`config.mk`:
```
export PLATFORM = sky130hd
export DESIGN_NAME = isc_slave
export DESIGN_NICKNAME = d
export VERILOG_FILES = /design/src/common/isc_pkg.sv /design/src/isc_slave.sv /design/src/isc_sync.sv
export SDC_FILE = /design/constraint.sdc
export NUM_CORES = 1
export LEC_CHECK = 0
export BUFFER_PORTS_ARGS = -buffer_cell sky130_fd_sc_hd__buf_2
export CAP_MARGIN = 25
export CORE_ASPECT_RATIO = 1.2
export CORE_MARGIN = 10
export CORE_UTILIZATION = 30
export CTS_BUF_LIST = sky130_fd_sc_hd__clkbuf_2
export DETAILED_ROUTE_END_ITERATION = 12
export PLACE_DENSITY = 0.57
export SYNTH_ARGS = -nofsm -noshare
export SYNTH_HDL_FRONTEND = slang
export SYNTH_SLANG_ARGS = --single-unit
```
`constraint.sdc`:
```
create_clock -name clk -period 2.24 [get_ports clk]
set_clock_uncertainty 0.05 [all_clocks]
set_input_delay 0.448 -clock clk [delete_from_list [all_inputs] [get_ports clk]]
set_output_delay 0.448 -clock clk [all_outputs]
set_load 0.1 [all_outputs]
```
`src/common/isc_pkg.sv`:
```
/*
  isc_pkg: shared constants for the command-driven serial slave front end.
  assumes: a single 250 MHz system clock; nonvolatile storage outside the block.
*/
package isc_pkg;
  // ------------------------------------------------------------------
  // command codes and confirmation bytes
  // ------------------------------------------------------------------
  localparam logic [7:0] CMD_ADDR_TEMP = 8'h98;
  localparam logic [7:0] CMD_ADDR_PERM = 8'h99;
  localparam logic [7:0] CMD_FW_VER = 8'hA0;
  localparam logic [7:0] CMD_DEV_ID = 8'hA1;
  localparam logic [7:0] CONFIRM_A = 8'h55;
  localparam logic [7:0] CONFIRM_B = 8'hAA;
  // ------------------------------------------------------------------
  // addresses, limits and identity
  // ------------------------------------------------------------------
  localparam logic [7:0] DEFAULT_ADDR = 8'h42;
  localparam logic [7:0] NV_ADDR_LOC = 8'h00;
  localparam logic [4:0] MAX_PARAMS = 5'h1F;
  localparam logic [7:0] IDLE_REPLY = 8'h00;
  // arbitrary values
  localparam logic [15:0] FW_VERSION = 16'h0102;
  localparam logic [15:0] DEVICE_ID = 16'h1234;
  // ------------------------------------------------------------------
  // timing
  // ------------------------------------------------------------------
  localparam int CLK_PS = 4000;
  localparam int STRETCH_NS = 2000;
  localparam int STRETCH_CYC = (STRETCH_NS * 1000 + CLK_PS - 1) / CLK_PS;
  localparam logic [1:0] INIT_WAIT = 2'h3;
  // ------------------------------------------------------------------
  // states, gray along the usual path
  // ------------------------------------------------------------------
  typedef enum logic [2:0] {
    S_INIT = 3'h4, S_IDLE = 3'h0, S_ADDR = 3'h1, S_ACK = 3'h3,
    S_WRB = 3'h2, S_TX = 3'h6, S_MACK = 3'h7, S_EXEC = 3'h5
  } isc_state_t;
endpackage : isc_pkg

```
`src/isc_slave.sv`:
```
/*
  isc_slave: serial slave that frames, executes and answers commands and
  keeps the live and stored device address.
  assumes: open-drain bus lines resolved outside; storage write port same clock.
*/
`timescale 1ns/1ps
`default_nettype none
module isc_slave
  import isc_pkg::*;
(
  input wire logic clk,
  input wire logic reset_n,
  input wire logic ce,
  input wire logic sclIn,
  output logic sclOut,
  output logic sclOeN,
  input wire logic sdaIn,
  output logic sdaOut,
  output logic sdaOeN,
  input wire logic factoryStrap,
  input wire logic [7:0] nvStoredAddr,
  output logic nvWrite,
  output logic [7:0] nvWrLoc,
  output logic [7:0] nvWrData,
  output logic [7:0] liveAddr
);
  typedef struct packed {
    isc_state_t st;
    logic [7:0] sh;
    logic [3:0] cnt;
    logic [7:0] addr;
    logic [7:0] cmd;
    logic [4:0] nPar;
    logic [3:0][7:0] par;
    logic haveCmd;
    logic isRead;
    logic lock;
    logic ackDrive;
    logic [1:0] rdIdx;
    logic sdaOeN;
    logic sclOeN;
    logic nvWr;
    logic [7:0] nvData;
    logic [9:0] tmr;
    logic [1:0] initCnt;
  } isc_regs_t;
  isc_regs_t q, d;
  logic sclLvl, sclRise, sclFall, sdaLvl, sdaRise, sdaFall, strapLvl;
  logic startSeen, stopSeen, execNow, initDone, tmpOk, permOk;
  logic [7:0] nb;
  // ------------------------------------------------------------------
  // pin synchronisers
  // ------------------------------------------------------------------
  isc_sync #(.RST_VAL(1'b1)) uScl (.clk(clk), .reset_n(reset_n), .ce(ce), .din(sclIn),
    .lvl(sclLvl), .rise(sclRise), .fall(sclFall));
  isc_sync #(.RST_VAL(1'b1)) uSda (.clk(clk), .reset_n(reset_n), .ce(ce), .din(sdaIn),
    .lvl(sdaLvl), .rise(sdaRise), .fall(sdaFall));
  isc_sync #(.RST_VAL(1'b0)) uStrap (.clk(clk), .reset_n(reset_n), .ce(ce), .din(factoryStrap),
    .lvl(strapLvl), .rise(), .fall());
  // ------------------------------------------------------------------
  // bus conditions and command checks
  // ------------------------------------------------------------------
  assign startSeen = sclLvl & sdaFall;
  assign stopSeen = sclLvl & sdaRise;
  assign nb = {q.sh[6:0], sdaLvl};
  assign tmpOk = (q.cmd == CMD_ADDR_TEMP) && (q.nPar != 5'h00) && !q.par[0][0];
  assign permOk = (q.cmd == CMD_ADDR_PERM) && (q.nPar >= 5'h04) && !q.par[0][0]
    && (q.par[1] == CONFIRM_A) && (q.par[2] == CONFIRM_B) && (q.par[3] == q.addr);
  // reply byte for the open query
  function automatic logic [7:0] replyByte(input logic [7:0] c, input logic [1:0] i);
    logic [15:0] w;
    w = (c == CMD_FW_VER) ? FW_VERSION : DEVICE_ID;
    if (c != CMD_FW_VER && c != CMD_DEV_ID || i[1]) begin
      return IDLE_REPLY;
    end
    return i[0] ? w[7:0] : w[15:8];
  endfunction : replyByte
  // ------------------------------------------------------------------
  // next state
  // ------------------------------------------------------------------
  always_comb begin
    d = q;
    execNow = 1'b0;
    initDone = 1'b0;
    if (ce) begin
      d.nvWr = 1'b0;
      if (q.st == S_INIT) begin
        // wait for the strap synchroniser, then load the address
        if (q.initCnt != INIT_WAIT) begin
          d.initCnt = q.initCnt + 2'h1;
        end else begin
          initDone = 1'b1;
          d.st = S_IDLE;
          if (strapLvl) begin
            d.addr = DEFAULT_ADDR;
            d.nvWr = 1'b1;
            d.nvData = DEFAULT_ADDR;
          end else begin
            d.addr = nvStoredAddr;
          end
        end
      end else if (q.st == S_EXEC) begin
        // busy: clock held low until the timer runs out
        if (q.tmr != 10'h000) begin
          d.tmr = q.tmr - 10'h001;
        end else begin
          d.sclOeN = 1'b1;
          d.st = S_IDLE;
        end
      end else if (startSeen) begin
        d.st = S_ADDR;
        d.cnt = 4'h0;
        d.sdaOeN = 1'b1;
        d.ackDrive = 1'b0;
      end else if (stopSeen) begin
        d.sdaOeN = 1'b1;
        d.st = S_IDLE;
        d.haveCmd = 1'b0;
        d.isRead = 1'b0;
        if (q.haveCmd && !q.isRead) begin
          execNow = 1'b1;
          d.st = S_EXEC;
          d.tmr = 10'(STRETCH_CYC);
          d.sclOeN = 1'b0;
          if (tmpOk || permOk) begin
            d.addr = q.par[0];
          end
          if (permOk) begin
            d.nvWr = 1'b1;
            d.nvData = q.par[0];
          end
        end
      end else begin
        case (q.st)
          S_ADDR: begin
            if (sclRise) begin
              d.sh = nb;
              d.cnt = q.cnt + 4'h1;
              if (q.cnt == 4'h7) begin
                d.st = S_IDLE;
                if (nb[7:1] == q.addr[7:1] && nb[0]) begin
                  d.st = S_ACK;
                  d.isRead = 1'b1;
                  d.lock = 1'b1;
                  d.rdIdx = 2'h0;
                end else if (nb[7:1] == q.addr[7:1] && !q.lock) begin
                  d.st = S_ACK;
                  d.isRead = 1'b0;
                  d.haveCmd = 1'b0;
                  d.nPar = 5'h00;
                end
              end
            end
          end
          S_ACK: begin
            if (sclFall) begin
              if (!q.ackDrive) begin
                d.sdaOeN = 1'b0;
                d.ackDrive = 1'b1;
              end else begin
                d.ackDrive = 1'b0;
                d.cnt = 4'h0;
                if (q.isRead) begin
                  d.sh = replyByte(q.cmd, q.rdIdx);
                  d.sdaOeN = d.sh[7];
                  d.st = S_TX;
                end else begin
                  d.sdaOeN = 1'b1;
                  d.st = S_WRB;
                end
              end
            end
          end
          S_WRB: begin
            if (sclRise) begin
              d.sh = nb;
              d.cnt = q.cnt + 4'h1;
              if (q.cnt == 4'h7) begin
                d.st = S_ACK;
                if (!q.haveCmd) begin
                  d.cmd = nb;
                  d.haveCmd = 1'b1;
                end else if (q.nPar < MAX_PARAMS) begin
                  if (q.nPar < 5'h04) begin
                    d.par[q.nPar[1:0]] = nb;
                  end
                  d.nPar = q.nPar + 5'h01;
                end else begin
                  d.st = S_IDLE;
                end
              end
            end
          end
          S_TX: begin
            if (sclRise) begin
              d.cnt = q.cnt + 4'h1;
            end else if (sclFall && q.cnt != 4'h0) begin
              if (q.cnt == 4'h8) begin
                d.sdaOeN = 1'b1;
                d.st = S_MACK;
              end else begin
                d.sh = {q.sh[6:0], 1'b0};
                d.sdaOeN = q.sh[6];
              end
            end
          end
          S_MACK: begin
            if (sclRise) begin
              if (!sdaLvl) begin
                d.st = S_ACK;
                d.ackDrive = 1'b1;
                d.rdIdx = q.rdIdx[1] ? q.rdIdx : q.rdIdx + 2'h1;
              end else begin
                d.lock = 1'b0;
                d.st = S_IDLE;
              end
            end
          end
          default: begin
          end
        endcase
      end
    end
  end
  // ------------------------------------------------------------------
  // registers
  // ------------------------------------------------------------------
  always_ff @(posedge clk) begin
    if (!reset_n) begin
      q <= '{st: S_INIT, sdaOeN: 1'b1, sclOeN: 1'b1, addr: DEFAULT_ADDR, default: '0};
    end else begin
      q <= d;
    end
  end
  // outputs, from flops or constants
  assign sclOut = 1'b0;
  assign sdaOut = 1'b0;
  assign sclOeN = q.sclOeN;
  assign sdaOeN = q.sdaOeN;
  assign nvWrite = q.nvWr;
  assign nvWrLoc = NV_ADDR_LOC;
  assign nvWrData = q.nvData;
  assign liveAddr = q.addr;
endmodule : isc_slave
`default_nettype wire

```
`src/isc_sync.sv`:
```
/*
  isc_sync: two-flop synchroniser with edge detection behind the second flop.
  assumes: din is asynchronous to clk; edges are one-cycle pulses.
*/
`timescale 1ns/1ps
`default_nettype none
module isc_sync #(
  parameter bit RST_VAL = 1'b1
) (
  input wire logic clk,
  input wire logic reset_n,
  input wire logic ce,
  input wire logic din,
  output logic lvl,
  output logic rise,
  output logic fall
);
  typedef struct packed {
    logic meta;
    logic lvl;
    logic prev;
  } isc_sync_t;
  isc_sync_t q, d;
  // ------------------------------------------------------------------
  // next state
  // ------------------------------------------------------------------
  always_comb begin
    d = q;
    if (ce) begin
      d.meta = din;
      d.lvl = q.meta;
      d.prev = q.lvl;
    end
  end
  // registers
  always_ff @(posedge clk) begin
    if (!reset_n) begin
      q <= '{RST_VAL, RST_VAL, RST_VAL};
    end else begin
      q <= d;
    end
  end
  // edges only look at the second and third flops
  assign lvl = q.lvl;
  assign rise = ce & q.lvl & ~q.prev;
  assign fall = ce & ~q.lvl & q.prev;
endmodule : isc_sync
`default_nettype wire

```
== After elaboration in Yosys (flattened, before gate mapping) ==
Index checks and enable logic that the tools add are counted.
Storage, ports and cells
  register bits after elaboration: 105
  input bits: 14
  logic and storage cells: 313
Operators by class
  $add $sub $neg: 5
  order comparisons: 5
  eq/ne operators: 74
  muxes and demuxes: 124
  bitwise gates (word level): 19
  reduce and logical (&&, ||, !) cells: 56
Operator list (number)
  two-way mux 8 bit: 19
  two-way mux 46 bit: 2
  two-way mux 37 bit: 2
  two-way mux 32 bit: 2
  two-way mux 15 bit: 4
  two-way mux 20 bit: 3
  two-way mux 60 bit: 1
  != test 6 bit (second input constant): 10
  two-way mux 56 bit: 1
  two-way mux 3 bit: 16
  one-hot mux 12 bit (4 select lines): 1
  != test 2 bit (second input constant): 23
  two-way mux 45 bit: 1
  two-way mux 9 bit: 5
  AND reduction 11 bit: 4
  AND reduction 14 bit: 3
  != test 3 bit (second input constant): 13
  bitwise mux 32 bit: 1
  equality test 8 bit (second input constant): 4
  two-way mux 2 bit: 16
  two-way mux 1 bit: 28
  AND reduction 8 bit: 3
  two-way mux 11 bit: 2
  nonzero test 2 bit: 11
  other kinds (48): 108

== Depth between registers and ports, before layout ==
Gate-level depths: netlist of the first run.
  depth after elaboration: 27
  gate-level depth with buffers: 8
  depth with buffers taken out: 8

== Cells and area by module ==
Synthesis of the first run repeated with hierarchy kept, for this count alone.
Unflattened totals
  cell total of the unflattened synthesis: 670
  area, all modules: 5671.7 µm²
By module, submodules not included
  isc_slave: times used 1, cells an instance 634, area each 5315.1 µm²
  isc_sync at uScl ...: times used 2, cells an instance 12, area each 116.4 µm²
  isc_sync at uStrap: times used 1, cells an instance 12, area each 123.9 µm²

== Worst setup path after synthesis of the first run ==
No wires, ideal clock.
  path kind: input to register
  from: input port ce
  to: register q, in the netlist liveAddr[0]
  setup time: 0.138 ns
  data arrival time: 1.878 ns
  required time: 2.052 ns
  path slack: 0.174 ns
  stages: 7
  path buffers: 2
  cells stage by stage: buf_2 > nand4b_1 > or3_1 > buf_2 > a21oi_1 > o31ai_4 > mux2i_1
On the way
  longest elaborated chain between the ends: 5
  elaborated cells on any way between the ends: 9
  those cells by class: eq/ne: 1; bitwise: 6; reduce/logical: 2
Ends and longest elaborated chain
  start: declaration: line isc_slave.sv:13  | input wire logic ce,
  bitwise AND 1 bit (on tied branches) (2 in a row): line isc_sync.sv:46, isc_sync.sv:45
  bitwise AND 1 bit (on tied branches): line isc_slave.sv:63, isc_slave.sv:64
  != test 2 x 1 -> 1 bit (no source line) / nonzero test 2 bit (equally long branches)
  AND reduction 7 bit (no source line) *
  end signal: assignment: line isc_slave.sv:230  | q <= '{st: S_INIT, sdaOeN: 1'b1, sclOeN: 1'b1, addr: DEFAULT_ADDR, default: '0};
  end signal: assignment: line isc_slave.sv:232  | q <= d;
  end: declaration: line isc_slave.sv:47  | isc_regs_t q, d;
Every way passes the cells marked *; elsewhere a longest branch is shown, timed or not.
A chain may end at the register's enable or synchronous reset.

== Worst setup path in the final report of the first run ==
  from: register q, in the netlist liveAddr[5]
  to: output port liveAddr[5]
RTL lines
  end: declaration: line isc_slave.sv:25  | output logic [7:0] liveAddr
No word-level cell between the ends.

==> results of run 1 <==
[placed cells by master (no fill, tap or decap), types with 5 or more instances in the layout]
cell      synthesis  layout
o21ai_0          26      26
mux2i_1          60      60
clkbuf_2          0       9
xnor2_1           9       9
nor2b_1          10      10
nor3_1           20      20
dfxtp_2           0       8
nor2_1           73      73
conb_1            1      10
a31oi_1           7       7
buf_2            10      25
inv_1            20      20
o211ai_1         10      10
nor3b_1           7       7
ha_1             10       9
buf_12            0       6
a211oi_1          8       8
o31ai_1           5       5
and3b_1           5       5
nand2b_1          7       7
nand3_1          16      16
nand4_1           5       5
a21oi_1          26      26
nand3b_1         11      11
a22o_1           10      10
xor2_1           12      12
buf_4            26      65
nand2_1          55      55
dfxtp_1         104      96
nor4_1            7       6
[final timing paths]
kind,start,endpoint,slack [ns],cells past startpoint
worst max-delay path,liveAddr[5],liveAddr[5],0.11,1
worst min register to register,nvWrData[0],nvWrData[0],0.41,2
worst min-delay path,nvStoredAddr[4],liveAddr[4],0.08,4
worst max register to register,q[0],q[96],0.12,6
[stage by stage]
stage	setup WS [ns]	hold WS, ns
after floorplan	0.174	0.365
after global placement	0.0705	0.374
after detailed placement	0.0892	0.380
after CTS	0.00861	0.0756
after global routing	-0.00246	0.0763
final	0.111	0.0816
[cells in the mapped netlist, types with 6 or more instances]
master	number	share of area [%]
inv_1	20	1.3
o21ai_0	26	2.2
nand3b_1	11	1.4
nor3b_1	7	0.88
nor2_1	73	4.6
a21oi_1	26	2.2
buf_4	26	3.3
xor2_1	12	1.8
nand2_1	55	3.5
xnor2_1	9	1.3
nand2b_1	7	0.74
nor4_1	7	0.74
and4_1	6	0.88
clkbuf_1	30	1.9
nand3_1	16	1.3
nor3_1	20	1.7
a211oi_1	8	1.0
mux2i_1	60	10
nor2b_1	10	1.1
o211ai_1	10	1.3
a22o_1	10	1.5
ha_1	10	2.1
buf_2	10	0.84
dfxtp_1	104	35
a31oi_1	7	0.74
[layer usage]
metal / part of all wire [%] / wire [um] / track usage, %
met1: 45 / 7600 / 16.5
met2: 48 / 8220 / 21.4
met3: 5.1 / 856 / 2.23
met4: 1.6 / 278 / 4.22
met5: 0 / 0 / 0
[where the power goes]
part	total [mW]	internal (mW)	switching [mW]
clock	1.06	0.296	0.768
sequential	1.90	1.88	0.0199
combinational	0.359	0.106	0.253
total	3.32	2.28	1.04
[final cells by class]
type,instances,area [um2],share of cell area (%)
clock buffers,9,45.0,0.651
clock inverters,7,95.1,1.37
inverters,21,78.8,1.14
multi-input cells,507,3490,50.4
flip-flops and latches,104,2090,30.2
well taps,261,327,4.72
repair buffers,103,793,11.5
[cell families after synthesis]
group,count (synthesis),share of synthesized area (%)
other cells,1,0.0630
xor+xnor,21,3.09
simple gates,265,24.7
fa+ha+maj,10,2.10
mux,61,10.3
flops,104,35.0
buf+inv,92,7.91
compound gates,140,16.9
[timing repair]
| item | 4_1_cts | 5_1_grt |
|---|---|---|
| pin swaps | 0 | 1 |
| hold endpoints to repair | 3 | 0 |
| gates cloned | 0 | 0 |
| setup buffers | 0 | 0 |
| hold buffers | 3 | 0 |
| gates resized for setup | 3 | 24 |
| endpoints found under the setup margin | 3 | 52 |
==> flow_metrics.env, run 1 <==
export IMPL_cts_buffer_depth=2
export IMPL_critical_path_max_stage_delay_ns=0.57
export IMPL_cts_made_buffers=9
export IMPL_worstMarginPinSlew_ns=0.553
export IMPL_fmax_ghz=0.470
export IMPL_gr_usage_all_layers_pct=12.9
export IMPL_cts_root_buf="clkbuf_2"
export IMPL_drt_iter0_drc=482
export IMPL_path_cells="clkbuf_4"
export IMPL_io_pins=43
export IMPL_antenna_found_initial=0
export IMPL_slew_headroom_pct=63.1
export IMPL_worst_path_dominant_cell_family="flip-flops"
export IMPL_grt_pass1_vias=5094
export IMPL_worstPathMaxFanout=4
export IMPL_grt_pass1_wl_mm=27.2
export IMPL_peakVddDrop_v=0.000291
export IMPL_cts_tree="yes"
export IMPL_die_h_um=174
export IMPL_fin_area_um2=6920
export IMPL_diodes=0
export IMPL_numClockSinks=104
export IMPL_hp_class="input pin to flop"
export IMPL_postPlaceCellArea_um2=6660
export IMPL_ys_ff_latch=104
export IMPL_syn_instance_count=694
export IMPL_power_mw=3.32
export IMPL_period_minus_slack_ns=2.13
export IMPL_worstSetupPathType="flop to output pin"
export IMPL_final_layout_size_suffix_gt1_share_pct=20.4
export IMPL_dp_hpwl_mm=12.5
export IMPL_htreeDepth=3
export IMPL_die_width_um=149
export IMPL_synth_async_reset_ratio_pct=0
export IMPL_final_core_util_pct=35.4
export IMPL_coreArea_um2=19500
export IMPL_first_pass_iters=5
export IMPL_p_per_area_nw_per_um2=480
export IMPL_row_count=56
export IMPL_routedWlPerCell_um=16.7
export IMPL_status="finished clean"
export IMPL_slowest_stage="dfxtp_1"
export IMPL_ys_seq_area_share_pct=35.0
export IMPL_ys_types=81
export IMPL_synth_area_um2=5950
export IMPL_synth_area_per_cell_um2=8.57
export IMPL_setup_violations=0
export IMPL_port_buffers=32
export IMPL_overflow=0
export IMPL_grt_start_max_net_pins=51
export IMPL_clkTransAtPathRegs_ns=0.34
export IMPL_p_leak_nw=2.94
export IMPL_place_inst=993
export IMPL_gp_routability_congestion=0.896
export IMPL_synth_main_ff_cell="dfxtp_1"
export IMPL_ant_nets=0
export IMPL_drv_cap=0
export IMPL_vias=5246
export IMPL_final_nets=770
export IMPL_start_util_pct=30.4
export IMPL_final_cells=1012
export IMPL_n_fill_cell=2035
export IMPL_syn_to_final_growth_pct=16.3
export IMPL_die_area_um2=25900
export IMPL_clock_latency_ns=0.67
export IMPL_wl_mm=16.9
export IMPL_drc=0
export IMPL_finalSetupTns_ns=0
export IMPL_period_share_pct=95.1
export IMPL_synth_enable_flop_cells=0
export IMPL_drv_slew=0
export IMPL_critPathArrivalTime_ns=1.63
export IMPL_worst_path_buf_inv=1
export IMPL_vias_per_cell=5.18
export IMPL_yosysWarnings=0
export IMPL_crit_path_start_kind="flop"
export IMPL_rsz0062_at_grt="true"
export IMPL_final_hold_viol_count=0
export IMPL_crit_path_end_kind="output pin"
export IMPL_worstPathRequired_ns=1.74
Power figures use the tool's default switching activity.
==> run 2: changes to the inputs <==
PLACE_DENSITY = 0.58   (was 0.57)
SYNTH_HIERARCHICAL = 1   (was default)
==> run 2 against run 1 <==
The flow now finishes with violations (negative setup slack). Global-route usage shrank 0.76 points. Wire length shrank 9.7%. Sequential power is essentially flat. Non-clock buffer count grew 41. Core utilization grew 2.2 points. Via count shrank 5.5%. Critical path depth grew 5. Combinational power grew 3%. Hold slack gained 0.011 ns. Maximum frequency shrank 8.3%. Design area shrank 0.51%. Clock power shrank 23%.
==> flow_metrics.env, run 2 <==
export IMPL_status="finished, violations left"
export IMPL_violations="negative setup slack"
export IMPL_first_pass_iters=4
export IMPL_yosysWarnings=6
export IMPL_drv_slew=0
export IMPL_worst_path_dominant_cell_family="simple AND/OR/NAND/NOR gates"
export IMPL_seq_area_um2=2100
export IMPL_cts_made_buffers=9
export IMPL_overflow=0
export IMPL_slew_headroom_pct=65.6
export IMPL_htreeDepth=3
export IMPL_routedWlPerCell_um=15.1
export IMPL_grt_pass1_vias=4946
export IMPL_fmax_ghz=0.431
export IMPL_final_hold_viol_count=0
export IMPL_die_h_um=170
export IMPL_antenna_found_initial=0
export IMPL_crit_start="nb[3]"
export IMPL_drv_cap=0
export IMPL_crit_path_start_kind="flop"
export IMPL_period_minus_slack_ns=2.32
export IMPL_ant_nets=0
export IMPL_cts_tree="yes"
export IMPL_row_count=54
export IMPL_port_buffers=32
export IMPL_gr_usage_all_layers_pct=12.2
export IMPL_die_width_um=145
export IMPL_r2r_setup_slack_ns=-0.08
export IMPL_critPathArrivalTime_ns=2.89
export IMPL_drt_iter0_drc=349
export IMPL_clock_latency_ns=0.64
export IMPL_critical_path_max_stage_delay_ns=0.56
export IMPL_numClockSinks=104
export IMPL_hp_class="input pin to flop"
export IMPL_dp_hpwl_mm=11.4
export IMPL_r2r_end="q[61]"
export IMPL_synth_area_per_cell_um2=8.46
export IMPL_final_nets=785
export IMPL_worstPathMaxFanout=8
export IMPL_rsz0062_at_grt="true"
export IMPL_setup_violations=2
export IMPL_worstPathRequired_ns=2.80
export IMPL_p_leak_nw=2.68
export IMPL_m1WireLength_mm=7.08
export IMPL_syn_instance_count=664
export IMPL_coreArea_um2=18300
export IMPL_dr_wl_met2_mm=7.40
export IMPL_highest_layer="met4"
export IMPL_p_per_area_nw_per_um2=447
export IMPL_n_fill_cell=1903
export IMPL_vias_per_cell=4.88
export IMPL_peakVddDrop_v=0.000338
export IMPL_io_pins=43
export IMPL_multiInputGateArea_um2=3210
export IMPL_syn_to_final_growth_pct=22.5
export IMPL_diodes=0
export IMPL_start_util_pct=30.7
export IMPL_cts_buffer_depth=2
export IMPL_grt_start_max_net_pins=35
export IMPL_wl_met3_um=598
export IMPL_clkTransAtPathRegs_ns=0.30
export IMPL_worstSetupPathType="flop to flop"
export IMPL_r2r_start="nb[3]"
export IMPL_period_share_pct=104
export IMPL_slowest_stage="or4_4"
export IMPL_dpl_worst_slack_ns=-0.200
export IMPL_layout_commonest_cell="buf_4"
export IMPL_place_inst=995
export IMPL_synth_area_um2=5620
export IMPL_cts_root_buf="clkbuf_2"
export IMPL_rr_worst_depth=6
export IMPL_crit_cells=6
export IMPL_final_layout_size_suffix_gt1_share_pct=26.7
export IMPL_gp_routability_congestion=0.874
export IMPL_path_common_cell="or4_4"
export IMPL_final_cells=1017
export IMPL_worst_path_buf_inv=0
export IMPL_vias=4960
export IMPL_path_cells="xor2_2 > nor4_4 > a41oi_2 > or4_4 > or4_4 > a21oi_2"
export IMPL_die_area_um2=24600
export IMPL_final_cell_mix="101 x buf_4, 92 x dfxtp_1, 86 x nor2_1"
export IMPL_worst_slack_ns=-0.0818
export IMPL_crit_path_end_kind="flop"
export IMPL_crit_end="q[61]"
export IMPL_grt_pass1_wl_mm=24.8
export IMPL_worstMarginPinSlew_ns=0.512
export IMPL_wl_mm=15.3
export IMPL_drc=0
==> run 2: worst min-delay path by stage <==
stage                       end  slack [ns]             from  cells past startpoint
CTS                   uScl/q[0]        0.02               ce                      3
global route        liveAddr[4]        0.04  nvStoredAddr[4]                      3
global placement    nvWrData[0]        0.39      nvWrData[0]                      1
floorplan           nvWrData[0]        0.38      nvWrData[0]                      1
detailed placement  nvWrData[4]        0.41      nvWrData[4]                      1
finish              liveAddr[5]        0.09  nvStoredAddr[5]                      3
==> run 2: stage by stage <==
step                      setup TNS, ns  hold WS, ns  util [%]  area [um2]  power, mW
after global placement            -5.16        0.387      35.9        6570       2.28
after detailed placement          -5.95        0.411      35.9        6570       2.28
after floorplan                  -0.106        0.381         -        5700       2.19
after CTS                        -0.118       0.0229      36.7        6720       3.11
after global routing              -1.03       0.0366      37.6        6880       3.22
final                            -0.102       0.0931      37.6        6880       3.07
==> run 2: layout make-up <==
class / count / share of cell area [%]
timing repair buffer: 144 / 16.0
multi-input combinational: 482 / 46.6
inverter: 20 / 1.09
tap: 252 / 4.58
clock inverter: 4 / 0.436
clock buffer: 11 / 0.800
sequential: 104 / 30.5
==> run 2: worst register-to-register path, cell delays in order, from the launching register on <==
cell and delay, ns:
dfxtp_2 0.40, xor2_2 0.18, nor4_4 0.32, a41oi_2 0.17
or4_4 0.56, or4_4 0.50, a21oi_2 0.12
==> run 2: what timing repair did <==
item	CTS	global route
buffers inserted	0	4
gates resized for setup	9	36
endpoints found under the setup margin	27	62
pin swaps	6	11
hold buffers	3	0
hold endpoints to repair	3	0
==> run 2: routing by layer <==
layer / global-route usage, % / vias up
met4: 3.96 / 0
met5: 0 / -
met2: 20.2 / 79
met3: 3.32 / 16
li1: - / 2511
met1: 14.9 / 2354
==> run 2: report_power, final <==
group | leakage, nW | internal, mW | switching, mW | total, mW
Sequential | 0.843 | 1.88 | 0.0162 | 1.89
Combinational | 1.78 | 0.117 | 0.253 | 0.369
Clock | 0.0584 | 0.154 | 0.659 | 0.813
Total | 2.68 | 2.15 | 0.928 | 3.07
==> run 3: changes to the inputs <==
BUFFER_PORTS_ARGS = -buffer_cell sky130_fd_sc_hd__buf_4   (was -buffer_cell sky130_fd_sc_hd__buf_2)
PLACE_DENSITY = 0.57   (was 0.58)
SYNTH_HIERARCHICAL = default   (was 1)
==> run 3 against run 2 <==
The flow now finishes without violations. Maximum frequency grew 9.4%. Die area grew 5.1%. Count of clock-buffer cells in the layout shrank 2. Clock power grew 11%. Design area grew 1.1%. Register-to-register slack gained 0.20 ns. Critical path type unchanged. Sequential share of layout area shrank 0.34 points.
==> flow_metrics.env, run 3 (synthesized netlist as in run 1, its figures left out) <==
export IMPL_wl_mm=17.3
export IMPL_pwr_share_comb_pct=11.7
export IMPL_die_width_um=149
export IMPL_gp_routability_congestion=0.941
export IMPL_numClockSinks=104
export IMPL_path_cells="ha_1 > or4b_2 > o311ai_1 > a311oi_2 > and2_1 > a311o_1"
export IMPL_power_mw=3.17
export IMPL_period_minus_slack_ns=2.12
export IMPL_routedWlPerCell_um=17.1
export IMPL_worstPathMaxFanout=4
export IMPL_switching_share_pct=31.7
export IMPL_final_nets=770
export IMPL_p_int_mw=2.16
export IMPL_worst_path_dominant_cell_family="simple AND/OR/NAND/NOR gates"
export IMPL_final_cell_mix="95 x dfxtp_1, 94 x buf_4, 71 x nor2_1"
export IMPL_diodes=0
export IMPL_final_layout_size_suffix_gt1_share_pct=20.5
export IMPL_grt_met1_usage_pct=16.8
export IMPL_grt_busiest_layer="met2"
export IMPL_seq_area_um2=2100
export IMPL_n_fill_cell=2028
export IMPL_crit_path_start_kind="flop"
export IMPL_drt_iter0_drc=505
export IMPL_io_pins=43
export IMPL_row_count=56
export IMPL_clkTransAtPathRegs_ns=0.32
export IMPL_layout_commonest_cell="dfxtp_1"
export IMPL_critPathArrivalTime_ns=2.64
export IMPL_dpl_worst_slack_ns=0.0279
export IMPL_multiInputGateArea_um2=3490
export IMPL_worst_slack_ns=0.117
export IMPL_crit_cells=6
export IMPL_hp_class="input pin to flop"
export IMPL_peakVddDrop_v=0.000332
export IMPL_coreArea_um2=19500
export IMPL_grt_pass1_vias=5005
export IMPL_ant_nets=0
export IMPL_cts_tree="yes"
export IMPL_setup_violations=0
export IMPL_overflow=0
export IMPL_fmax_ghz=0.471
export IMPL_worstSetupPathType="flop to flop"
export IMPL_cts_buffer_depth=2
export IMPL_status="finished clean"
export IMPL_gr_usage_all_layers_pct=13.1
export IMPL_rr_worst_depth=6
export IMPL_critical_path_max_stage_delay_ns=0.63
export IMPL_grt_pass1_wl_mm=27.5
export IMPL_grt_start_max_net_pins=51
export IMPL_antenna_found_initial=0
export IMPL_htreeDepth=3
export IMPL_cts_root_buf="clkbuf_2"
export IMPL_p_per_area_nw_per_um2=456
export IMPL_power_frac_clock_pct=28.4
export IMPL_drc=0
export IMPL_clock_latency_ns=0.64
export IMPL_vias_per_cell=5.22
export IMPL_first_pass_iters=5
export IMPL_seq_power_share_pct=59.9
export IMPL_worstPathRequired_ns=2.76
export IMPL_use_met3_pct=1.77
export IMPL_finalSetupTns_ns=0
export IMPL_port_buffers=32
export IMPL_worst_path_buf_inv=0
export IMPL_p_sw_mw=1.01
export IMPL_vias=5287
export IMPL_die_area_um2=25900
export IMPL_drv_slew=0
export IMPL_worstMarginPinSlew_ns=0.589
export IMPL_dp_hpwl_mm=12.6
export IMPL_use_met2_pct=21.7
export IMPL_final_hold_viol_count=0
export IMPL_period_share_pct=94.8
export IMPL_drv_cap=0
export IMPL_rsz0062_at_grt="false"
export IMPL_slew_headroom_pct=60.8
export IMPL_cts_made_buffers=9
export IMPL_p_leak_nw=2.93
export IMPL_die_h_um=174
export IMPL_syn_to_final_growth_pct=16.9
export IMPL_start_util_pct=30.4
export IMPL_crit_path_end_kind="flop"
export IMPL_slowest_stage="or4b_2"
export IMPL_min_path_cells=5
## run 3: changes by cell type in the layout (fill, tap and decap cells not counted), sizes merged, moves of 5 or more
| cell | previous run | this run |
|---|---|---|
| a22o | 5 | 10 |
| and4 | 0 | 6 |
| buf | 137 | 100 |
| clkbuf | 15 | 9 |
| mux2i | 53 | 60 |
| nor2 | 89 | 73 |
| nor3 | 10 | 20 |
| nor3b | 2 | 7 |
| o211ai | 5 | 10 |
## run 3: worst min-delay path, cell delays in order
cell and delay, ns:
buf_4 0.08, nor2_1 0.03, nor2_1 0.08, a211oi_1 0.05, mux2i_1 0.10
## run 3: layout make-up
type / count / share of cell area [%]
sequential: 104 / 30.1
tap: 261 / 4.70
clock buffer: 9 / 0.648
inverter: 21 / 1.13
clock inverter: 7 / 0.935
timing repair buffer: 103 / 12.3
multi-input combinational: 507 / 50.2
## run 3: path summary, 6_finish.rpt
path | start | end | slack, ns
setup / recovery | q[0] | q[96] | 0.12
hold / removal | nvStoredAddr[1] | liveAddr[1] | 0.11
setup reg to reg | q[0] | q[96] | 0.12
hold reg to reg | nvWrData[0] | nvWrData[0] | 0.41
## run 3: power by group through the flow
| stage | Sequential (mW) | Combinational (mW) | Clock, mW |
|---|---|---|---|
| finish | 1.90 | 0.370 | 0.902 |
| global route | 1.90 | 0.395 | 0.996 |
| CTS | 1.90 | 0.363 | 0.928 |
| detailed placement | 1.93 | 0.358 | 0 |
| global placement | 1.93 | 0.359 | 0 |
| floorplan | 1.93 | 0.265 | 0 |
## run 3: per-stage QoR
step | util, % | cells | cell area [um2] | hold WS [ns]
2_1_floorplan | - | 703 | 5980 | 0.365
3_3_place_gp | 34.5 | 993 | 6740 | 0.378
3_5_place_dp | 34.5 | 993 | 6740 | 0.383
4_1_cts | 35.2 | 1012 | 6880 | 0.0828
5_1_grt | 35.6 | 1012 | 6960 | 0.0930
6_report | 35.6 | 1012 | 6960 | 0.113
## run 3: repair_timing
item	4_1_cts	5_1_grt
resized for setup	1	24
setup endpoints to repair	1	42
endpoints found under the hold margin	3	0
hold buffers	3	0
buffers inserted	0	0
## run 3: per-layer routing
layer,vias up,part of all wire [%]
met5,-,0
met4,0,2.1
met3,27,4.0
met2,129,49
met1,2554,45
li1,2577,-
